<file path="config.mk">
export PLATFORM = sky130hd
export DESIGN_NAME = spm_port
export DESIGN_NICKNAME = d
export VERILOG_FILES = /design/src/spm_pkg.sv /design/src/spm_port.sv
export VERILOG_INCLUDE_DIRS = /design/src
export SDC_FILE = /design/constraint.sdc
export NUM_CORES = 1
export LEC_CHECK = 0
export ABC_AREA = 1
export BUFFER_PORTS_ARGS = -buffer_cell sky130_fd_sc_hd__buf_2
export CAP_MARGIN = 20
export CELL_PAD_IN_SITES_DETAIL_PLACEMENT = 0
export CELL_PAD_IN_SITES_GLOBAL_PLACEMENT = 1
export CORE_MARGIN = 4
export CORE_UTILIZATION = 40
export DETAILED_ROUTE_END_ITERATION = 10
export GPL_ROUTABILITY_DRIVEN = 0
export GPL_TIMING_DRIVEN = 1
export PLACE_DENSITY_LB_ADDON = 0.3
export SYNTH_ARGS = -nofsm -noshare
export SYNTH_HDL_FRONTEND = slang
export SYNTH_SLANG_ARGS = --single-unit
</file>
<file path="constraint.sdc">
create_clock -name hclk -period 2.9 [get_ports hclk]
set_input_delay 0.58 -clock hclk [delete_from_list [all_inputs] [get_ports hclk]]
set_output_delay 0.58 -clock hclk [all_outputs]
set_load 0.03 [all_outputs]
</file>
<file path="src/spm_consts.svh">
`ifndef SPM_CONSTS_SVH
`define SPM_CONSTS_SVH
// Register indices: one word each, the byte address is four times the index
`define SPM_OFF_DATA       8'h60
`define SPM_OFF_CTRL       8'h61
`define SPM_OFF_IRQ        8'h64
`define SPM_BIT_DONE       7
`define SPM_BIT_TXFULL     6
`define SPM_BIT_MODE_HI    5
`define SPM_BIT_MODE_LO    4
`define SPM_BIT_IDLE_LVL   3
`define SPM_BIT_PHASE      2
`define SPM_BIT_RATE_HI    1
`define SPM_BIT_RATE_LO    0
`define SPM_CTRL_RESET     8'h00
`define SPM_DATA_RESET     8'h00
`define SPM_CLK_HZ         20000000
`define SPM_RATE0_BPS      2000000
`define SPM_RATE1_BPS      1000000
`define SPM_RATE2_BPS      500000
`define SPM_RATE3_BPS      62500
`define SPM_BIT_CYCLES(r)  (`SPM_CLK_HZ / (r))
`define SPM_BITS_PER_BYTE  8
`endif

</file>
<file path="src/spm_pkg.sv">
package spm_pkg;
  typedef enum logic [1:0]
  {
    SPM_MODE_OFF,
    SPM_MODE_MASTER,
    SPM_MODE_SLAVE,
    SPM_MODE_RSVD
  } spm_mode_type;
  typedef enum logic [1:0]
  {
    SPM_IDLE,
    SPM_LEAD,
    SPM_TRAIL
  } spm_state_type;
endpackage : spm_pkg

</file>
<file path="src/spm_port.sv">
`timescale 1ns/10ps
`include "spm_consts.svh"
// What this block does
// - Data register write fills transmit buffer; read returns receive buffer.
// - Master: data write starts transfer, MSB first, incoming bits replace outgoing.
// - After last bit, shift register goes to receive buffer and interrupt raised.
// - Unread receive byte is overwritten by the next; no error flag.
// - Master never drives slave select; firmware uses any pin.
// - Master: buffered byte loads at once if idle, else after current byte.
// - Transmit-full high from write until byte loads; rewrite replaces pending byte.
// - Master emits exactly eight clock pulses per byte.
// - Master clock about one third active (away from idle level) at fastest rate, half otherwise.
// - Rate field bits 1:0 select 2, 1, 0.5, 0.0625 Mbit/s; ignored as slave.
// - Bit 3 sets clock idle level; bit 2 is phase.
// - Mode bits 5:4: 00 disabled (default), 01 master.
// - Slave: external clock and MOSI in, MISO out, only while select low.
// - Slave: buffered byte loads only when selected and idle; shifts on master edges.
// - Select released mid-byte aborts the byte with no interrupt.
// - Each select assertion reloads transmit buffer into the shift register.
// - Slave shifting needs no gated clock so it keeps running in suspend.
// - Done flag bit 7 set with interrupt at byte end; only firmware clears.
module spm_port
(
  input  wire logic        hclk,
  input  wire logic        hresetn,
  input  wire logic        hsel,
  input  wire logic [31:0] haddr,
  input  wire logic [1:0]  htrans,
  input  wire logic        hwrite,
  input  wire logic [2:0]  hsize,
  input  wire logic [31:0] hwdata,
  input  wire logic        hready,
  output logic      [31:0] hrdata,
  output logic             hreadyout,
  output logic             hresp,
  input  wire logic        sck_in,
  output logic             sck_out,
  output logic             sck_oe,
  input  wire logic        mosi_in,
  output logic             mosi_out,
  output logic             mosi_oe,
  input  wire logic        miso_in,
  output logic             miso_out,
  output logic             miso_oe,
  input  wire logic        select_n_in,
  output logic             spi_irq
);
  import spm_pkg::*;

  localparam int R0 = `SPM_BIT_CYCLES(`SPM_RATE0_BPS);
  localparam int R1 = `SPM_BIT_CYCLES(`SPM_RATE1_BPS);
  localparam int R2 = `SPM_BIT_CYCLES(`SPM_RATE2_BPS);
  localparam int R3 = `SPM_BIT_CYCLES(`SPM_RATE3_BPS);

  // The fastest rate needs an active pulse of at least one cycle
  if (R0 < 3)
  begin : g_rate_check
    $error("Clock too slow for the fastest bit rate");
  end

  // Lead is spent at the idle level, trail is the active pulse
  function automatic logic [9:0] bit_len(input logic [1:0] r);
    case (r)
      2'd0:    bit_len = 10'(R0);
      2'd1:    bit_len = 10'(R1);
      2'd2:    bit_len = 10'(R2);
      default: bit_len = 10'(R3);
    endcase
  endfunction : bit_len

  function automatic logic [9:0] lead_len(input logic [1:0] r);
    if (r == 2'd0)
      lead_len = 10'(R0 - R0 / 3);
    else
      lead_len = bit_len(r) >> 1;
  endfunction : lead_len

  logic [7:0]    ctrl_reg;
  logic          done_reg;
  logic          txfull_reg;
  logic [7:0]    txbuf_reg;
  logic [7:0]    rxbuf_reg;
  logic [7:0]    shift_reg;
  logic [2:0]    bitcnt_reg;
  logic          active_reg;
  logic          irq_reg;
  spm_state_type state_reg;
  logic [9:0]    tick_reg;
  logic          sample_reg;
  logic          sck_reg;
  logic          mosi_reg;
  logic          miso_reg;
  logic          wr_pend_reg;
  logic          rd_pend_reg;
  logic [7:0]    addr_reg;
  logic [2:0]    sck_sync_reg;
  logic [2:0]    sel_sync_reg;
  logic [1:0]    mosi_sync_reg;
  logic [1:0]    miso_sync_reg;

  spm_mode_type mode;
  logic         idle_lvl;
  logic         phase;
  logic [1:0]   rate;
  assign mode     = spm_mode_type'(ctrl_reg[`SPM_BIT_MODE_HI:`SPM_BIT_MODE_LO]);
  assign idle_lvl = ctrl_reg[`SPM_BIT_IDLE_LVL];
  assign phase    = ctrl_reg[`SPM_BIT_PHASE];
  assign rate     = ctrl_reg[`SPM_BIT_RATE_HI:`SPM_BIT_RATE_LO];

  logic is_master;
  logic is_slave;
  assign is_master = (mode == SPM_MODE_MASTER);
  assign is_slave  = (mode == SPM_MODE_SLAVE);

  // AHB-Lite slave: zero wait states, always OKAY
  // One register per word: the decoded index is the byte address over four
  logic take;
  assign take      = hsel && hready && htrans[1];
  assign hreadyout = 1'b1;
  assign hresp     = 1'b0;

  always_ff @(posedge hclk or negedge hresetn)
  begin
    if (!hresetn)
    begin
      wr_pend_reg <= 1'b0;
      rd_pend_reg <= 1'b0;
      addr_reg    <= 8'h00;
    end
    else if (hready)
    begin
      wr_pend_reg <= take && hwrite;
      rd_pend_reg <= take && !hwrite;
      addr_reg    <= haddr[9:2];
    end
  end

  logic wr_data;
  logic wr_ctrl;
  logic rd_data;
  assign wr_data = wr_pend_reg && (addr_reg == `SPM_OFF_DATA);
  assign wr_ctrl = wr_pend_reg && (addr_reg == `SPM_OFF_CTRL);
  assign rd_data = rd_pend_reg && (addr_reg == `SPM_OFF_DATA);

  always_comb
  begin
    hrdata = 32'h0000_0000;
    if (rd_pend_reg)
    begin
      case (addr_reg)
        `SPM_OFF_DATA: hrdata = {24'h00_0000, rxbuf_reg};
        `SPM_OFF_CTRL: hrdata = {24'h00_0000, done_reg, txfull_reg, ctrl_reg[5:0]};
        `SPM_OFF_IRQ:  hrdata = {31'h0000_0000, irq_reg};
        default:       hrdata = 32'h0000_0000;
      endcase
    end
  end

  // Pin synchronisers; only stage 1 onward is read by logic
  always_ff @(posedge hclk or negedge hresetn)
  begin
    if (!hresetn)
    begin
      sck_sync_reg  <= 3'b000;
      sel_sync_reg  <= 3'b111;
      mosi_sync_reg <= 2'b00;
      miso_sync_reg <= 2'b00;
    end
    else
    begin
      sck_sync_reg  <= {sck_sync_reg[1:0], sck_in};
      sel_sync_reg  <= {sel_sync_reg[1:0], select_n_in};
      mosi_sync_reg <= {mosi_sync_reg[0], mosi_in};
      miso_sync_reg <= {miso_sync_reg[0], miso_in};
    end
  end

  logic sel_active;
  logic sel_fall;
  logic sel_rise;
  logic sck_edge;
  logic sck_lead_edge;
  assign sel_active    = is_slave && !sel_sync_reg[1];
  assign sel_fall      = is_slave && sel_sync_reg[2] && !sel_sync_reg[1];
  assign sel_rise      = !sel_sync_reg[2] && sel_sync_reg[1];
  assign sck_edge      = sck_sync_reg[2] != sck_sync_reg[1];
  // Leading edge leaves the idle level
  assign sck_lead_edge = sck_edge && (sck_sync_reg[2] == idle_lvl);

  logic sin;
  assign sin = is_master ? miso_sync_reg[1] : mosi_sync_reg[1];

  // Master bit timer: LEAD is the first part, TRAIL the rest (a third at the fastest rate)
  logic m_edge1;
  logic m_edge2;
  logic m_load;
  assign m_edge1 = is_master && active_reg && (state_reg == SPM_LEAD) && (tick_reg == 10'd0);
  assign m_edge2 = is_master && active_reg && (state_reg == SPM_TRAIL) && (tick_reg == 10'd0);
  // A pending byte waits until the last trailing part has run out
  assign m_load  = is_master && !active_reg && txfull_reg && (state_reg != SPM_TRAIL);

  // Sample and change events, common to both modes
  logic ev_sample;
  logic ev_change;
  always_comb
  begin
    ev_sample = 1'b0;
    ev_change = 1'b0;
    if (is_master)
    begin
      ev_sample = phase ? m_edge2 : m_edge1;
      ev_change = phase ? m_edge1 : m_edge2;
    end
    else if (sel_active && active_reg && !sel_fall)
    begin
      ev_sample = sck_edge && (phase ? !sck_lead_edge : sck_lead_edge);
      ev_change = sck_edge && (phase ? sck_lead_edge : !sck_lead_edge);
    end
  end

  logic last_bit;
  logic byte_done;
  assign last_bit  = (bitcnt_reg == 3'd7);
  assign byte_done = ev_sample && last_bit;

  logic s_load;
  logic load;
  // Slave reload on select and idle-time load from buffer
  assign s_load = sel_fall || (sel_active && !active_reg && txfull_reg);
  assign load   = m_load || s_load;

  always_ff @(posedge hclk or negedge hresetn)
  begin
    if (!hresetn)
      ctrl_reg <= `SPM_CTRL_RESET;
    else if (wr_ctrl)
      ctrl_reg <= hwdata[7:0];
  end

  always_ff @(posedge hclk or negedge hresetn)
  begin
    if (!hresetn)
      txbuf_reg <= `SPM_DATA_RESET;
    else if (wr_data)
      txbuf_reg <= hwdata[7:0];
  end

  always_ff @(posedge hclk or negedge hresetn)
  begin
    if (!hresetn)
      txfull_reg <= 1'b0;
    else if (wr_data)
      txfull_reg <= 1'b1;
    else if (load)
      txfull_reg <= 1'b0;
  end

  // Firmware write clears; a completing byte in the same cycle wins
  always_ff @(posedge hclk or negedge hresetn)
  begin
    if (!hresetn)
      done_reg <= 1'b0;
    else if (byte_done)
      done_reg <= 1'b1;
    else if (wr_ctrl)
      done_reg <= hwdata[`SPM_BIT_DONE];
  end

  always_ff @(posedge hclk or negedge hresetn)
  begin
    if (!hresetn)
      irq_reg <= 1'b0;
    else
      irq_reg <= byte_done;
  end
  assign spi_irq = irq_reg;

  always_ff @(posedge hclk or negedge hresetn)
  begin
    if (!hresetn)
      rxbuf_reg <= `SPM_DATA_RESET;
    else if (byte_done)
      rxbuf_reg <= {shift_reg[6:0], sin};
  end

  // Shifter: no clock gating, so the slave path runs in suspend
  always_ff @(posedge hclk or negedge hresetn)
  begin
    if (!hresetn)
    begin
      shift_reg  <= 8'h00;
      bitcnt_reg <= 3'd0;
      active_reg <= 1'b0;
      sample_reg <= 1'b0;
    end
    else if (!is_master && !sel_active)
    begin
      active_reg <= 1'b0;
      bitcnt_reg <= 3'd0;
    end
    else if (load)
    begin
      shift_reg  <= txbuf_reg;
      bitcnt_reg <= 3'd0;
      active_reg <= 1'b1;
    end
    else if (ev_sample)
    begin
      sample_reg <= sin;
      if (last_bit)
      begin
        active_reg <= 1'b0;
        shift_reg  <= {shift_reg[6:0], sin};
      end
      else
        bitcnt_reg <= bitcnt_reg + 3'd1;
    end
    // Phase 1 changes before any sample: that first change only presents the MSB
    else if (ev_change && (bitcnt_reg != 3'd0))
      shift_reg <= {shift_reg[6:0], sample_reg};
  end

  // Master clock generation: eight pulses, one per bit
  always_ff @(posedge hclk or negedge hresetn)
  begin
    if (!hresetn)
    begin
      state_reg <= SPM_IDLE;
      tick_reg  <= 10'd0;
      sck_reg   <= 1'b0;
    end
    // A phase 0 byte ends on a leading edge; its trailing part still runs out
    else if (!is_master || m_load || (!active_reg && (state_reg != SPM_TRAIL)))
    begin
      state_reg <= m_load ? SPM_LEAD : SPM_IDLE;
      tick_reg  <= lead_len(rate) - 10'd1;
      sck_reg   <= idle_lvl;
    end
    else if (tick_reg != 10'd0)
      tick_reg <= tick_reg - 10'd1;
    else if (state_reg == SPM_LEAD)
    begin
      state_reg <= SPM_TRAIL;
      sck_reg   <= !idle_lvl;
      tick_reg  <= bit_len(rate) - lead_len(rate) - 10'd1;
    end
    else
    begin
      state_reg <= SPM_LEAD;
      sck_reg   <= idle_lvl;
      tick_reg  <= lead_len(rate) - 10'd1;
    end
  end

  // Data out: MSB of the shifter, with phase 1 holding it through the first edge
  always_ff @(posedge hclk or negedge hresetn)
  begin
    if (!hresetn)
    begin
      mosi_reg <= 1'b0;
      miso_reg <= 1'b0;
    end
    else
    begin
      mosi_reg <= is_master ? shift_reg[7] : 1'b0;
      miso_reg <= shift_reg[7];
    end
  end

  // Slave select is never driven by this block
  assign sck_out  = sck_reg;
  assign sck_oe   = is_master;
  assign mosi_out = mosi_reg;
  assign mosi_oe  = is_master;
  assign miso_out = miso_reg;
  assign miso_oe  = sel_active;

  logic unused_ok;
  assign unused_ok = &{1'b0, hsize, hwdata[31:8], haddr[31:10], haddr[1:0], ctrl_reg[7:6], sel_rise};
endmodule : spm_port

</file>
---- Word-level counts from Yosys, hierarchy flattened ----
Index checks and enable logic that the tools add are counted.
cells by class
  reductions and logical operators ........ 53
  div/mod/pow operators ................... 0
  multiplexer cells ....................... 51
  add/subtract/negate cells ............... 6
  $lt $le $gt $ge ......................... 0
  bitwise operators ....................... 2
  shifts and indexed selects .............. 0
  multiply operators ...................... 0
  eq/ne operators ......................... 16
operators with widths
  cell                                                 number
  two-way mux 10 bit                                   13
  subtractor 10 x 1 -> 10 bit (second input constant)  4
  two-way mux 32 bit                                   1
  two-way mux 8 bit                                    4
  logical AND 1 bit                                    28
  one-hot mux 9 bit (3 select lines)                   1
  == test 8 x 7 -> 1 bit (second input constant)       3
  one-hot mux 8 bit (3 select lines)                   1
  two-way mux 1 bit                                    22
  one-hot mux 9 bit (2 select lines)                   1
  two-way mux 3 bit                                    4
  nonzero test 3 bit                                   4
  logical NOT 10 bit                                   1
  nonzero test 10 bit                                  1
  subtractor 10 bit                                    1
  two-way mux 9 bit                                    1
  logical NOT 1 bit                                    8
  == test 2 x 1 -> 1 bit (second input constant)       3
  == test 2 bit (second input constant)                3
  two-way mux 2 bit                                    3
  != test 3 x 1 -> 1 bit (second input constant)       2
  AND reduction 3 bit                                  2
  logical OR 1 bit                                     4
  != test 2 bit (second input constant)                2
  8 further kinds                                      11
word-level totals
  output and inout port bits .............. 41
  word-level logic and storage cells ...... 150
  ROM bits ................................ 0
  bits in latches ......................... 0
  input bits .............................. 78
  bits in registers ....................... 73
  memory bits (writable) .................. 0
  memories ................................ 0

---- Logic depth before layout (Yosys ltp) ----
Gate-level depths: netlist (run 1).
  word-level depth ........................ 12
  gate-level depth with buffers ........... 13
  mapped depth without buffers ............ 13

---- Worst setup path before layout (run 1) ----
No wires, ideal clock.
  kind .................................... register to output
  from .................................... reg addr_reg[7]
  to ...................................... out hrdata[1]
  cell stages (with the launch flop) ...... 8
  arrival time ............................ 1.542 ns
  slack ................................... 0.778 ns
  path through ............................ dfrtp_1 > inv_1 > nand4_1 > inv_1 > nand3_1 > nor2_1 > nand2_1 > a21oi_1
between the ends
  cells in the longest elaborated chain, start to end .. 3
  elaborated cells between the ends (all ways) .. 5
RTL lines
  what                                  RTL line         RTL
  from (decl)                           spm_port.sv:95   logic [7:0] addr_reg;
  from (signal assigned)                spm_port.sv:134  addr_reg <= haddr[9:2];
  == test 8 x 7 -> 1 bit                spm_port.sv:150  case (addr_reg)
  one-hot mux 8 bit (3 select lines) *  spm_port.sv:150
  two-way mux 32 bit *                  spm_port.sv:148  if (rd_pend_reg)
  to (decl)                             spm_port.sv:33   output logic [31:0] hrdata,
Every way passes the cells marked *; elsewhere a longest branch is shown, timed or not.

---- Worst setup path in the final report (run 1) ----
  from .................................... reg addr_reg[2]
  to ...................................... out hrdata[1]
The elaborated chain is that of the path after synthesis.

==> results summary, run 1 <==
The flow ran to the end, and the final reports show no timing, DRC or antenna violations. The synthesis-to-layout area growth came out at 10.6%. The number of buffers between clock root and the deepest sink is 2.

Setup repair after global routing left no endpoint under its margin. The horizontal die dimension came out at 107 um. The summed area of non-filler cells in the final layout is 0.00431 mm^2. The total global-route track usage came out at 0.150.

The root buffer cell chosen for the clock tree is sky130_fd_sc_hd__clkbuf_8. The transition at the pin with the smallest max-transition slack came out at 933 ps. The detailed placement HPWL is 5870 um. The floorplan has 35 rows.

The number of antenna violations at the first check in global routing came out at 0. The cell that appears most often on the critical path is sky130_fd_sc_hd__nand2_1. The beginning of the worst register-to-register path is ctrl_reg[4].

The internal power came out at 1550 uW. The global-route wire length before repair is 13500 um. The clock-pin slew reported for the worst setup and hold paths after clock tree synthesis came out at 80 ps. For this configuration, the core starts out at a cell density of 0.415. The total detailed-routing wirelength came out at 8170 um. The multi-input gate area in the final layout is 0.00167 mm^2. The start point of the worst min-delay path is select_n_in.

The worst path in the final design needs a cycle of 2540 ps, including I/O delays and setup. The port buffer count came out at 40. The arrival time of the worst setup path is 1960 ps. The area of the core region is 0.00937 mm^2.

The worst-path maximum fanout came out at 8. The leakage power of the design came out at 0.00218 uW. The endpoint kind of the worst setup timing path is an output pin.

Of all cell types, the one taking the most synthesized area is sky130_fd_sc_hd__dfrtp_1. The tightest min-delay check is of the in -> reg type. Dividing the detail-routed wire length by the instance count gives 12.9 um.

The number of DRC violations after detailed routing is 0. Clock latency on the worst-skew pair, taken at its later pin, is 350 ps. The pre-CTS worst setup slack is 709 ps.

Traced cell by cell, the critical path runs through nor4_1 -> nand2_1 -> inv_1 -> nand2_1 -> a21oi_1 -> buf_2. The count of buffers added by post-CTS timing repair for setup came out at 0. The timing-limited maximum frequency is 394 MHz. The longest individual stage delay on the worst path is 430 ps. The share of post-route cells with drive strength above 1 came out at 0.184. The final-report hold violation count came out at 0.

The share of total power dissipated in the clock network is 0.381. The post-route setup TNS is 0 ps. The number of clock buffers inserted by TritonCTS came out at 9. The number of H-tree levels is 3.

The TritonCTS sink count came out at 73. The via count of the first global-routing pass came out at 2756. The portion of total power attributed to combinational logic is 0.105. Summed over all nets, the switching power comes to 590 uW. Summing over every cut layer, the via total after detailed routing is 2899. Power comes to 2140 uW.

The slowest stage of the critical path belongs to the cell sky130_fd_sc_hd__dfrtp_1. For this run, the detailed router's first-pass iteration total came to 4. During synthesis, Yosys emitted a total of 0 warnings. Tracing the worst setup path back leads to its startpoint at addr_reg[2]. The startpoint type of the worst setup path is a flop.

The final critical-path share of the clock period came out at 0.875. In the synthesized netlist, the number of instances is 459. The synthesized area per cell came out at 8.48 um^2. The portion of the post-synthesis area used by sequential elements came out at 0.470. The count of instances resized after the clock tree is built came out at 0. The number of max-slew violations in the final report is 0.

The count of final setup violators came out at 0. In this run, distinct cell masters in the synthesized netlist total 39. The post-synthesis cell area came out at 0.00389 mm^2. The via count normalized by instance count came out at 4.57. The sequential share of power came out at 0.515. The count of nets left with antenna violations after detail routing is 0. IR analysis of the VDD net gives a maximum drop of 0.000249 V. The worst clock skew on the final layout is 9.22 ps. The kind of critical path is reg -> out. STA puts the critical path data required time at 2320 ps. The area after detailed placement came out at 0.00411 mm^2. The share of synthesized area in the top cell type comes to 0.450. Across the run, the number of max-cap violations was 0. The number of hold buffers added after CTS was 0. Pin placement for this block handled 119 I/O pins. TritonCTS built the clock tree.

The number of flip-flops under the largest register name is 10. Of the total power, the share spent switching nets is 0.276. The storage element area came out at 0.00183 mm^2. The net count of the finished layout is 591. The full die area is 0.0114 mm^2. By area the synthesized netlist is led by sky130_fd_sc_hd__dfrtp_1, sky130_fd_sc_hd__nand2_1, sky130_fd_sc_hd__inv_1. The layout has 965 filler cells.

The maximum number of pins on one net before global-route repair came out at 74. After global routing the overflow that remains totals 0. The number of DRC violations after detailed-routing iteration 0 is 108. The final worst-path setup slack came out at 362 ps. The number of storage elements in the synthesis netlist is 73. In this run the power density over the cells is 497 mW/mm^2.

The number of antenna diodes in the final layout is 0. The worst slew margin relative to its limit is 0.378. The vertical extent of the die came out at 107 um.
[cells in the mapped netlist, drive strengths merged]
cell type / count
a21oi: 19
o21ai: 49
mux2: 5
conb: 2
nand4: 8
a31oi: 1
xnor2: 3
ha: 13
nor4: 1
and2: 2
o32ai: 1
clkinv: 1
nand3: 15
o311ai: 1
o22ai: 3
dfstp: 3
buf: 31
clkbuf: 4
nor3: 2
o211ai: 4
dfrtp: 70
mux2i: 3
inv: 64
nand2: 123
nor2: 28
xor2: 3
[final cells by class]
type	count	share of cell area
sequential	73	0.425
multi-input combinational	310	0.387
inverter	65	0.0566
timing repair buffer	41	0.0488
tap	129	0.0375
clock buffer	11	0.0328
clock inverter	5	0.0128
[routing by layer]
layer	global-route usage	wire, um	vias to the layer above
met3	0.0349	369	9
li1	-	-	1485
met1	0.221	4150	1347
met4	0.0530	105	0
met5	0	0	-
met2	0.214	3540	58
[layout by cell type (no fill, tap or decap), types with 4 or more instances in the layout]
master / synthesis / routed
sky130_fd_sc_hd__dfrtp_1: 70 / 70
sky130_fd_sc_hd__o211ai_1: 4 / 4
sky130_fd_sc_hd__nand4_1: 6 / 6
sky130_fd_sc_hd__nand2_1: 116 / 116
sky130_fd_sc_hd__inv_1: 58 / 58
sky130_fd_sc_hd__conb_1: 2 / 26
sky130_fd_sc_hd__nor2_1: 21 / 21
sky130_fd_sc_hd__o21ai_1: 10 / 10
sky130_fd_sc_hd__buf_2: 3 / 39
sky130_fd_sc_hd__ha_1: 13 / 13
sky130_fd_sc_hd__a21oi_1: 16 / 16
sky130_fd_sc_hd__nand2_2: 7 / 7
sky130_fd_sc_hd__nand3_1: 12 / 12
sky130_fd_sc_hd__nor2_4: 5 / 5
sky130_fd_sc_hd__o21ai_0: 39 / 39
sky130_fd_sc_hd__clkbuf_8: 0 / 10
sky130_fd_sc_hd__inv_2: 6 / 6
sky130_fd_sc_hd__mux2_2: 5 / 5
[power groups by stage]
stage                     Clock (uW)  Sequential, uW  Combinational [uW]
after floorplan                    0            1110                 186
after global placement             0            1120                 223
after detailed placement           0            1120                 225
after CTS                        831            1100                 226
after global routing             871            1110                 255
final                            815            1100                 224
[path summary, 6_finish.rpt]
check / endpoint / slack [ps] / depth (start not counted)
worst max-delay path: hrdata[1] / 360 / 6
worst min-delay path: sel_sync_reg[0] / 320 / 1
worst max register to register: tick_reg[2] / 900 / 9
worst min register to register: sck_sync_reg[1] / 350 / 0
max in group asynchronous: rxbuf_reg[5] / 1930 / 1
min in group asynchronous: tick_reg[6] / 350 / 1
[kinds of logic after synthesis]
group,Yosys count,share of synthesized area
simple gates,179,0.212
buf+inv,100,0.125
flops,73,0.470
compound gates,78,0.113
mux,8,0.0222
other cells,2,0.00193
fa+ha+maj,13,0.0418
xor+xnor,6,0.0135
[per-stage QoR]
step,cells,utilization,hold WS (ps)
after floorplan,483,-,284
after global placement,618,0.439,333
after detailed placement,618,0.439,336
after CTS,634,0.460,306
after global routing,634,0.460,316
final,634,0.460,319
[critical path, delay by kind of cell (launching register included)]
family	cells	cell delay, ps
simple gates	3	490
compound gates	1	200
buf+inv	2	490
flops	1	430
Note: power is estimated with default switching activity, not from simulation.
==> run 2, diff against run 1 <==
- ABC_AREA: 1 -> not set
- CORE_UTILIZATION: 40 -> 36
- clock period: 2.9 -> 2.3 ns (I/O delays scaled with it)
==> results summary, run 2 <==
The total congestion overflow came out at 0. For the pin with the worst max-slew slack, the measured transition is 571 ps. Of all cell types, the one taking the most synthesized area is sky130_fd_sc_hd__dfrtp_1. STA classifies the critical path endpoint as a flop. Counting I/O delays and the setup requirement, the final critical path takes 2780 ps. The portion of total power attributed to combinational logic is 0.130.

In this run the top signal layer used is met4. The via count normalized by instance count is 4.71. The clock-pin slew reported for the worst setup and hold paths after clock tree synthesis is 70 ps. The sum of internal, switching and leakage power is 2640 uW. The longest clock path from root to sink contains 2 buffers. The detailed placement HPWL is 5720 um. The final net count is 510. TritonCTS built the clock tree.

In this run, distinct cell masters in the synthesized netlist total 52. The final reports fail on setup timing. The detail route stage leaves a number of antenna-violating nets equal to 0. The total met3 wirelength after detailed routing is 293 um. Summed over all cells, the static leakage comes to 0.00229 uW. The summed area of non-filler cells in the final layout is 0.00472 mm^2. The hold slack is 124 ps.

After detailed routing, the wire length on met1 is 3710 um. The portion of the post-synthesis area used by sequential elements came out at 0.481. The number of DRC violations after detailed-routing iteration 0 came out at 79. The worst slew margin relative to its limit is 0.619.

The worst register-to-register path begins at tick_reg[0]. The proportion of power drawn by the clock network is 0.345. The total number of placement rows is 37. The root buffer cell chosen for the clock tree is sky130_fd_sc_hd__clkbuf_8. The final-report hold violation count is 0. Power spread over the standard cell area amounts to 559 mW/mm^2.

In the final routed layout, each cell accounts on average for 14.7 um. The startpoint type of the worst setup path is a flop. The first-pass detailed-route iteration total is 4. The number of DRC violations after detailed routing came out at 0.

After floorplanning, the core was sized to cover 0.0103 mm^2. In the layout the commonest cells are sky130_fd_sc_hd__dfrtp_1, sky130_fd_sc_hd__buf_4, sky130_fd_sc_hd__buf_2. The switching portion of total power is 0.266. The tightest min-delay check is of the in -> async type. Measured on the finished design, the core utilization comes to 0.457. The amount of wire on met2 after detailed routing came out at 3960 um. The synthesis-to-layout area growth is 23.9%.

In the synthesized netlist, the cells that appear most often are sky130_fd_sc_hd__dfrtp_1, sky130_fd_sc_hd__mux2_2, sky130_fd_sc_hd__buf_4. The count of buffers added on input and output ports is 40. The post-synthesis cell area came out at 0.00381 mm^2. The peak ir drop on the vdd network is 0.000359 V. Counting flops with an async set or reset pin after synthesis yields a share of 1.00.

The number of max-slew violations in the final report came out at 0. The most frequently used flop master after synthesis is sky130_fd_sc_hd__dfrtp_1. The clock reaches the later pin of the worst-skew pair after 360 ps. The critical path launch point is tick_reg[0].

The flow ran to the end, but the final reports show violations. The register with the most flip-flops in the layout has 10 of them. The most common cell in the synthesized netlist is sky130_fd_sc_hd__dfrtp_1. For this design the top-level I/O count stands at 119. The gate count of the mapped netlist is 334. The switching power came out at 703 uW. Entering global routing, the biggest net connects 74 pins. The via count of the first global-routing pass was 2711. The die covers 0.0123 mm^2. The area after detailed placement came out at 0.00432 mm^2. The Yosys warning count is 0. The number of clock buffers inserted by TritonCTS is 9.

The leading cell type in the layout, fill and taps excluded is sky130_fd_sc_hd__dfrtp_1. The synthesized design contains 0 enable-type register cells. Setup repair after global routing could not meet its margin everywhere. The number of cells on the worst reg-to-reg path is 8. The share of post-route cells with drive strength above 1 is 0.413. The worst-path maximum fanout came out at 8. In this run, synthesis produced a sequential element count of 73.

The initial utilization of the core area, before any placement, comes to 0.369. The final worst-path setup slack is -476 ps. The setup path with the least slack is of type reg -> reg.

The number of H-tree levels came out at 3. Between clock sinks in the finished design, the worst skew comes to 11.5 ps. The number of antenna violations at the first check in global routing is 0. The sequential share of power came out at 0.525.

The horizontal die dimension is 111 um. The total detailed-routing wirelength came out at 8260 um. The vertical extent of the die is 111 um. Across the run, the number of max-cap violations was 0.

The timing-limited maximum frequency came out at 360 MHz. The required time at the worst-slack endpoint is 2540 ps. Cell internal power was estimated by the tool at 1940 uW. A synthesized cell averages 11.4 um^2. The total global-route track usage came out at 0.135. The count of final setup violators is 27. The TritonCTS sink count came out at 73. The repair_antennas step left the layout with diodes totalling 0. Ranked by total cell area, the synthesized netlist is headed by sky130_fd_sc_hd__dfrtp_1, sky130_fd_sc_hd__mux2_2, sky130_fd_sc_hd__buf_4. The proportion of netlist area held by the largest area contributor is 0.460. The arrival time of the worst setup path came out at 3010 ps.

The final critical-path share of the clock period came out at 1.21. The via count of the routed design came out at 2640. The first global-routing pass estimated 13300 um of wire.
run 2: cell types whose count changed in the layout (fill, tap and decap cells not counted), moves of 5 or more:
cell and change:
sky130_fd_sc_hd__o21ai_1 -7, sky130_fd_sc_hd__buf_4 +41, sky130_fd_sc_hd__mux2_4 +8, sky130_fd_sc_hd__nor2b_1 +5, sky130_fd_sc_hd__mux2i_1 +12, sky130_fd_sc_hd__mux2_2 +33
sky130_fd_sc_hd__nor3_1 +5, sky130_fd_sc_hd__nand2b_1 +6, sky130_fd_sc_hd__nand2_2 -5, sky130_fd_sc_hd__inv_1 -45, sky130_fd_sc_hd__o21ai_0 -32, sky130_fd_sc_hd__nand2_1 -101
sky130_fd_sc_hd__nor2_4 -5, sky130_fd_sc_hd__nand3_1 -9
run 2: final timing paths:
| check | end | slack [ps] |
|---|---|---|
| worst max register to register | shift_reg[7] | -480 |
| worst max-delay path | shift_reg[7] | -480 |
| worst min register to register | sck_sync_reg[1] | 350 |
| max in group asynchronous | sel_sync_reg[2] | 1840 |
| worst min-delay path | rxbuf_reg[3] | 120 |
| min in group hclk | sel_sync_reg[0] | 200 |
run 2: cells by family after synthesis:
logic type | count (synthesis) | share of synthesized area
DFF | 73 | 0.481
muxes | 61 | 0.175
other | 2 | 0.00197
adders and majority gates | 13 | 0.0427
AOI/OAI and AO/OA | 43 | 0.0838
and+or+nand+nor | 77 | 0.103
buffers and inverters | 52 | 0.0821
xor gates and xnor gates | 13 | 0.0299
run 2: stage by stage:
| stage | instances | setup WS [ps] | TNS (ps) |
|---|---|---|---|
| final | 560 | -476 | -8470 |
| after detailed placement | 529 | -591 | -9830 |
| after floorplan | 358 | -683 | -9510 |
| after CTS | 561 | -444 | -8100 |
| after global routing | 560 | -519 | -9940 |
| after global placement | 529 | -561 | -8930 |
run 2: critical path: stages (launching register included):
cell                       delay (ps)
sky130_fd_sc_hd__dfrtp_1          390
sky130_fd_sc_hd__inv_2             90
sky130_fd_sc_hd__ha_4             130
sky130_fd_sc_hd__or2b_4           260
sky130_fd_sc_hd__or4_4            550
sky130_fd_sc_hd__or3_4            390
sky130_fd_sc_hd__a311oi_4         380
sky130_fd_sc_hd__buf_12           190
sky130_fd_sc_hd__mux2_4           300
run 2: final cells by class:
type | count | area (um^2)
fill | 1001 | 5610
multi-input combinational | 234 | 1910
sequential | 73 | 1830
timing repair buffer | 86 | 581
tap | 136 | 170
clock buffer | 14 | 163
inverter | 15 | 56.3
clock inverter | 2 | 12.5
run 2: power groups by stage:
stage | registers (uW) | logic (uW) | clock network, uW
after floorplan | 1390 | 238 | 0
after global routing | 1390 | 376 | 998
after detailed placement | 1400 | 313 | 0
after global placement | 1400 | 309 | 0
final | 1390 | 344 | 910
after CTS | 1380 | 337 | 938
run 2: per-layer routing:
layer  global-route usage  vias up
li1                     -     1275
met1                0.175     1276
met2                0.212       68
met3               0.0202       21
met4               0.0862        0
met5                    0        -
run 2: repair_timing:
action / CTS / global route
resized for setup: 15 / 10
setup endpoints to repair: 30 / 35
hold buffers: 0 / 0
gates cloned: 0 / 1
pin swaps: 6 / 4
buffers inserted: 16 / 0
==> run 3, diff against run 2 <==
- clock period: 2.3 -> 2.4 ns (I/O delays scaled with it)
==> results summary, run 3 (synthesis results as in run 2) <==
The flow ran to the end, but the final reports show violations. At the later pin of the worst-skew pair, clock insertion delay measures 340 ps. The clock period minus final worst setup slack came out at 2730 ps. The first-pass detailed-route iteration total is 4. The die covers 0.0123 mm^2. Clock tree synthesis selected as its root buffer the cell sky130_fd_sc_hd__clkbuf_8. The vertical extent of the die came out at 111 um. The worst clock skew on the final layout came out at 6.51 ps. The count of nets left with antenna violations after detail routing is 0. The arrival time of the worst setup path is 2960 ps. The via count of the first global-routing pass was 2570. In this run, post-CTS hold repair placed 0 buffers.

The TritonCTS sink count is 73. The proportion of power drawn by the clock network came out at 0.336. In this run the worst path has a maximum fanout of 8. The final critical-path share of the clock period came out at 1.14.

The number of flip-flops under the largest register name came out at 10. The synthesis-to-layout area growth came out at 21.1%. Clock-pin slew was measured on the worst setup and hold paths at 70 ps. The internal power came out at 1800 uW. The total number of placement rows is 37.

The number of buffers between clock root and the deepest sink came out at 2. The via count of the routed design is 2544. The final-report hold violation count came out at 0. The number of primary I/O pins came out at 119. STA classifies the critical path endpoint as a flop. By startpoint and endpoint, the worst setup path is classified as reg -> reg. Of the total power, registers draw 0.539. The timing-limited maximum frequency is 366 MHz.

The layer flagged by global routing as most heavily used is met2. The starting density of the core came out at 0.369. The hold slack is 162 ps.

The worst slew margin relative to its limit is 0.600. In this run the number of H-tree levels came out at 3. The top cell types in the final layout, fill and taps aside, are sky130_fd_sc_hd__dfrtp_1, sky130_fd_sc_hd__buf_2, sky130_fd_sc_hd__mux2_2.

Max-cap violations in this run came to 0. The leakage power of the design is 0.00221 uW. The final reports fail on setup timing. The number of DRC violations after detailed routing is 0. The antenna diode count came out at 0. The power per unit of standard cell area came out at 533 mW/mm^2. The number of antenna violations at the first check in global routing came to 0. The routed length per placed instance is 14.5 um.

The portion of total power attributed to combinational logic is 0.125. Summed over all nets, the half-perimeter wirelength after detailed placement is 5690 um. The number of DRC violations after detailed-routing iteration 0 came out at 86. In this run the tool buffered the top-level ports with 40 buffer cells. Setup repair after global routing could not meet its margin everywhere. The met2 demand-to-capacity share in global routing came out at 0.214.

The maximum number of pins on one net before global-route repair came out at 74. The met1 usage is 0.174. The pre-CTS worst setup slack is -476 ps.

The post-route setup TNS is -4770 ps. The final worst-path setup slack is -334 ps. In the final layout, the share of cells above drive strength 1 is 0.392.

The final net count came out at 500. The analysis attributes to net switching a power of 657 uW. The library cell used most frequently in the layout, excluding fill and tap cells, is sky130_fd_sc_hd__dfrtp_1.

The number of clock buffers inserted by TritonCTS came out at 9. For this run, global-route usage on met3 was measured as 0.0284. The total global-route track usage is 0.133.

The total detailed-routing wirelength is 7970 um. The switching portion of total power is 0.267. The number of max-slew violations in the final report is 0. The first global-routing pass estimated 13000 um of wire. The total congestion overflow came out at 0.

Using the TritonRoute via totals, the vias-per-cell ratio works out to 4.63. TritonCTS built the clock tree. The type of the worst min-delay path is in -> async. The startpoint type of the worst setup path is a flop. The transition at the pin with the smallest max-transition slack came out at 600 ps. IR analysis of the VDD net gives a maximum drop of 0.000377 V. The die is 111 um wide. The required time at the worst-slack endpoint is 2630 ps.

The floorplan step defined a core boundary enclosing 0.0103 mm^2. The count of final setup violators is 22.
-- run 3: timing repair --
item,4_1_cts,5_1_grt
setup buffers,4,5
cloned,1,0
pin swaps,3,5
endpoints found under the setup margin,30,31
resized for setup,14,11
-- run 3: final timing paths --
path	from	endpoint	slack (ps)	depth (start not counted)
worst min register to register	miso_sync_reg[0]	miso_sync_reg[1]	350	0
worst min-delay path	hresetn	rxbuf_reg[3]	160	2
min in group hclk	select_n_in	sel_sync_reg[0]	230	1
worst max-delay path	tick_reg[7]	shift_reg[5]	-330	8
worst max register to register	tick_reg[7]	shift_reg[5]	-330	8
max in group asynchronous	hresetn	sel_sync_reg[2]	1920	2
-- run 3: per-layer routing --
layer	up-vias	share of wire
met5	-	0
met4	0	0.017
met3	10	0.033
met2	51	0.48
met1	1236	0.47
li1	1247	-
-- run 3: final cells by class --
class                           instances  area [um^2]
Sequential cell                        73         1830
Clock inverter                          3         17.5
Multi-Input combinational cell        234         1880
Timing Repair Buffer                   76          514
Clock buffer                           12          145
Tap cell                              136          170
Inverter                               15         56.3
Fill cell                             993         5710
-- run 3: power by group through the flow --
stage	registers (uW)	clock network [uW]	logic (uW)
after floorplan	1330	0	228
after global placement	1350	0	294
after detailed placement	1350	0	297
after CTS	1320	861	303
after global routing	1330	917	338
final	1330	827	306
-- run 3: critical path, stage by stage, from the launching register on --
cell                       delay (ps)
sky130_fd_sc_hd__dfrtp_1          390
sky130_fd_sc_hd__or4_4            550
sky130_fd_sc_hd__or4_4            470
sky130_fd_sc_hd__or3_4            380
sky130_fd_sc_hd__buf_6            150
sky130_fd_sc_hd__a21oi_4          160
sky130_fd_sc_hd__a311oi_4          60
sky130_fd_sc_hd__buf_12           170
sky130_fd_sc_hd__mux2_4           290
-- run 3: through the flow --
step | power, uW | instance area (um^2) | util | cells
floorplan | 1560 | 3950 | - | 358
global placement | 1640 | 4290 | 0.415 | 525
detailed placement | 1640 | 4290 | 0.415 | 525
CTS | 2490 | 4540 | 0.440 | 545
global route | 2590 | 4610 | 0.447 | 549
finish | 2460 | 4610 | 0.447 | 549
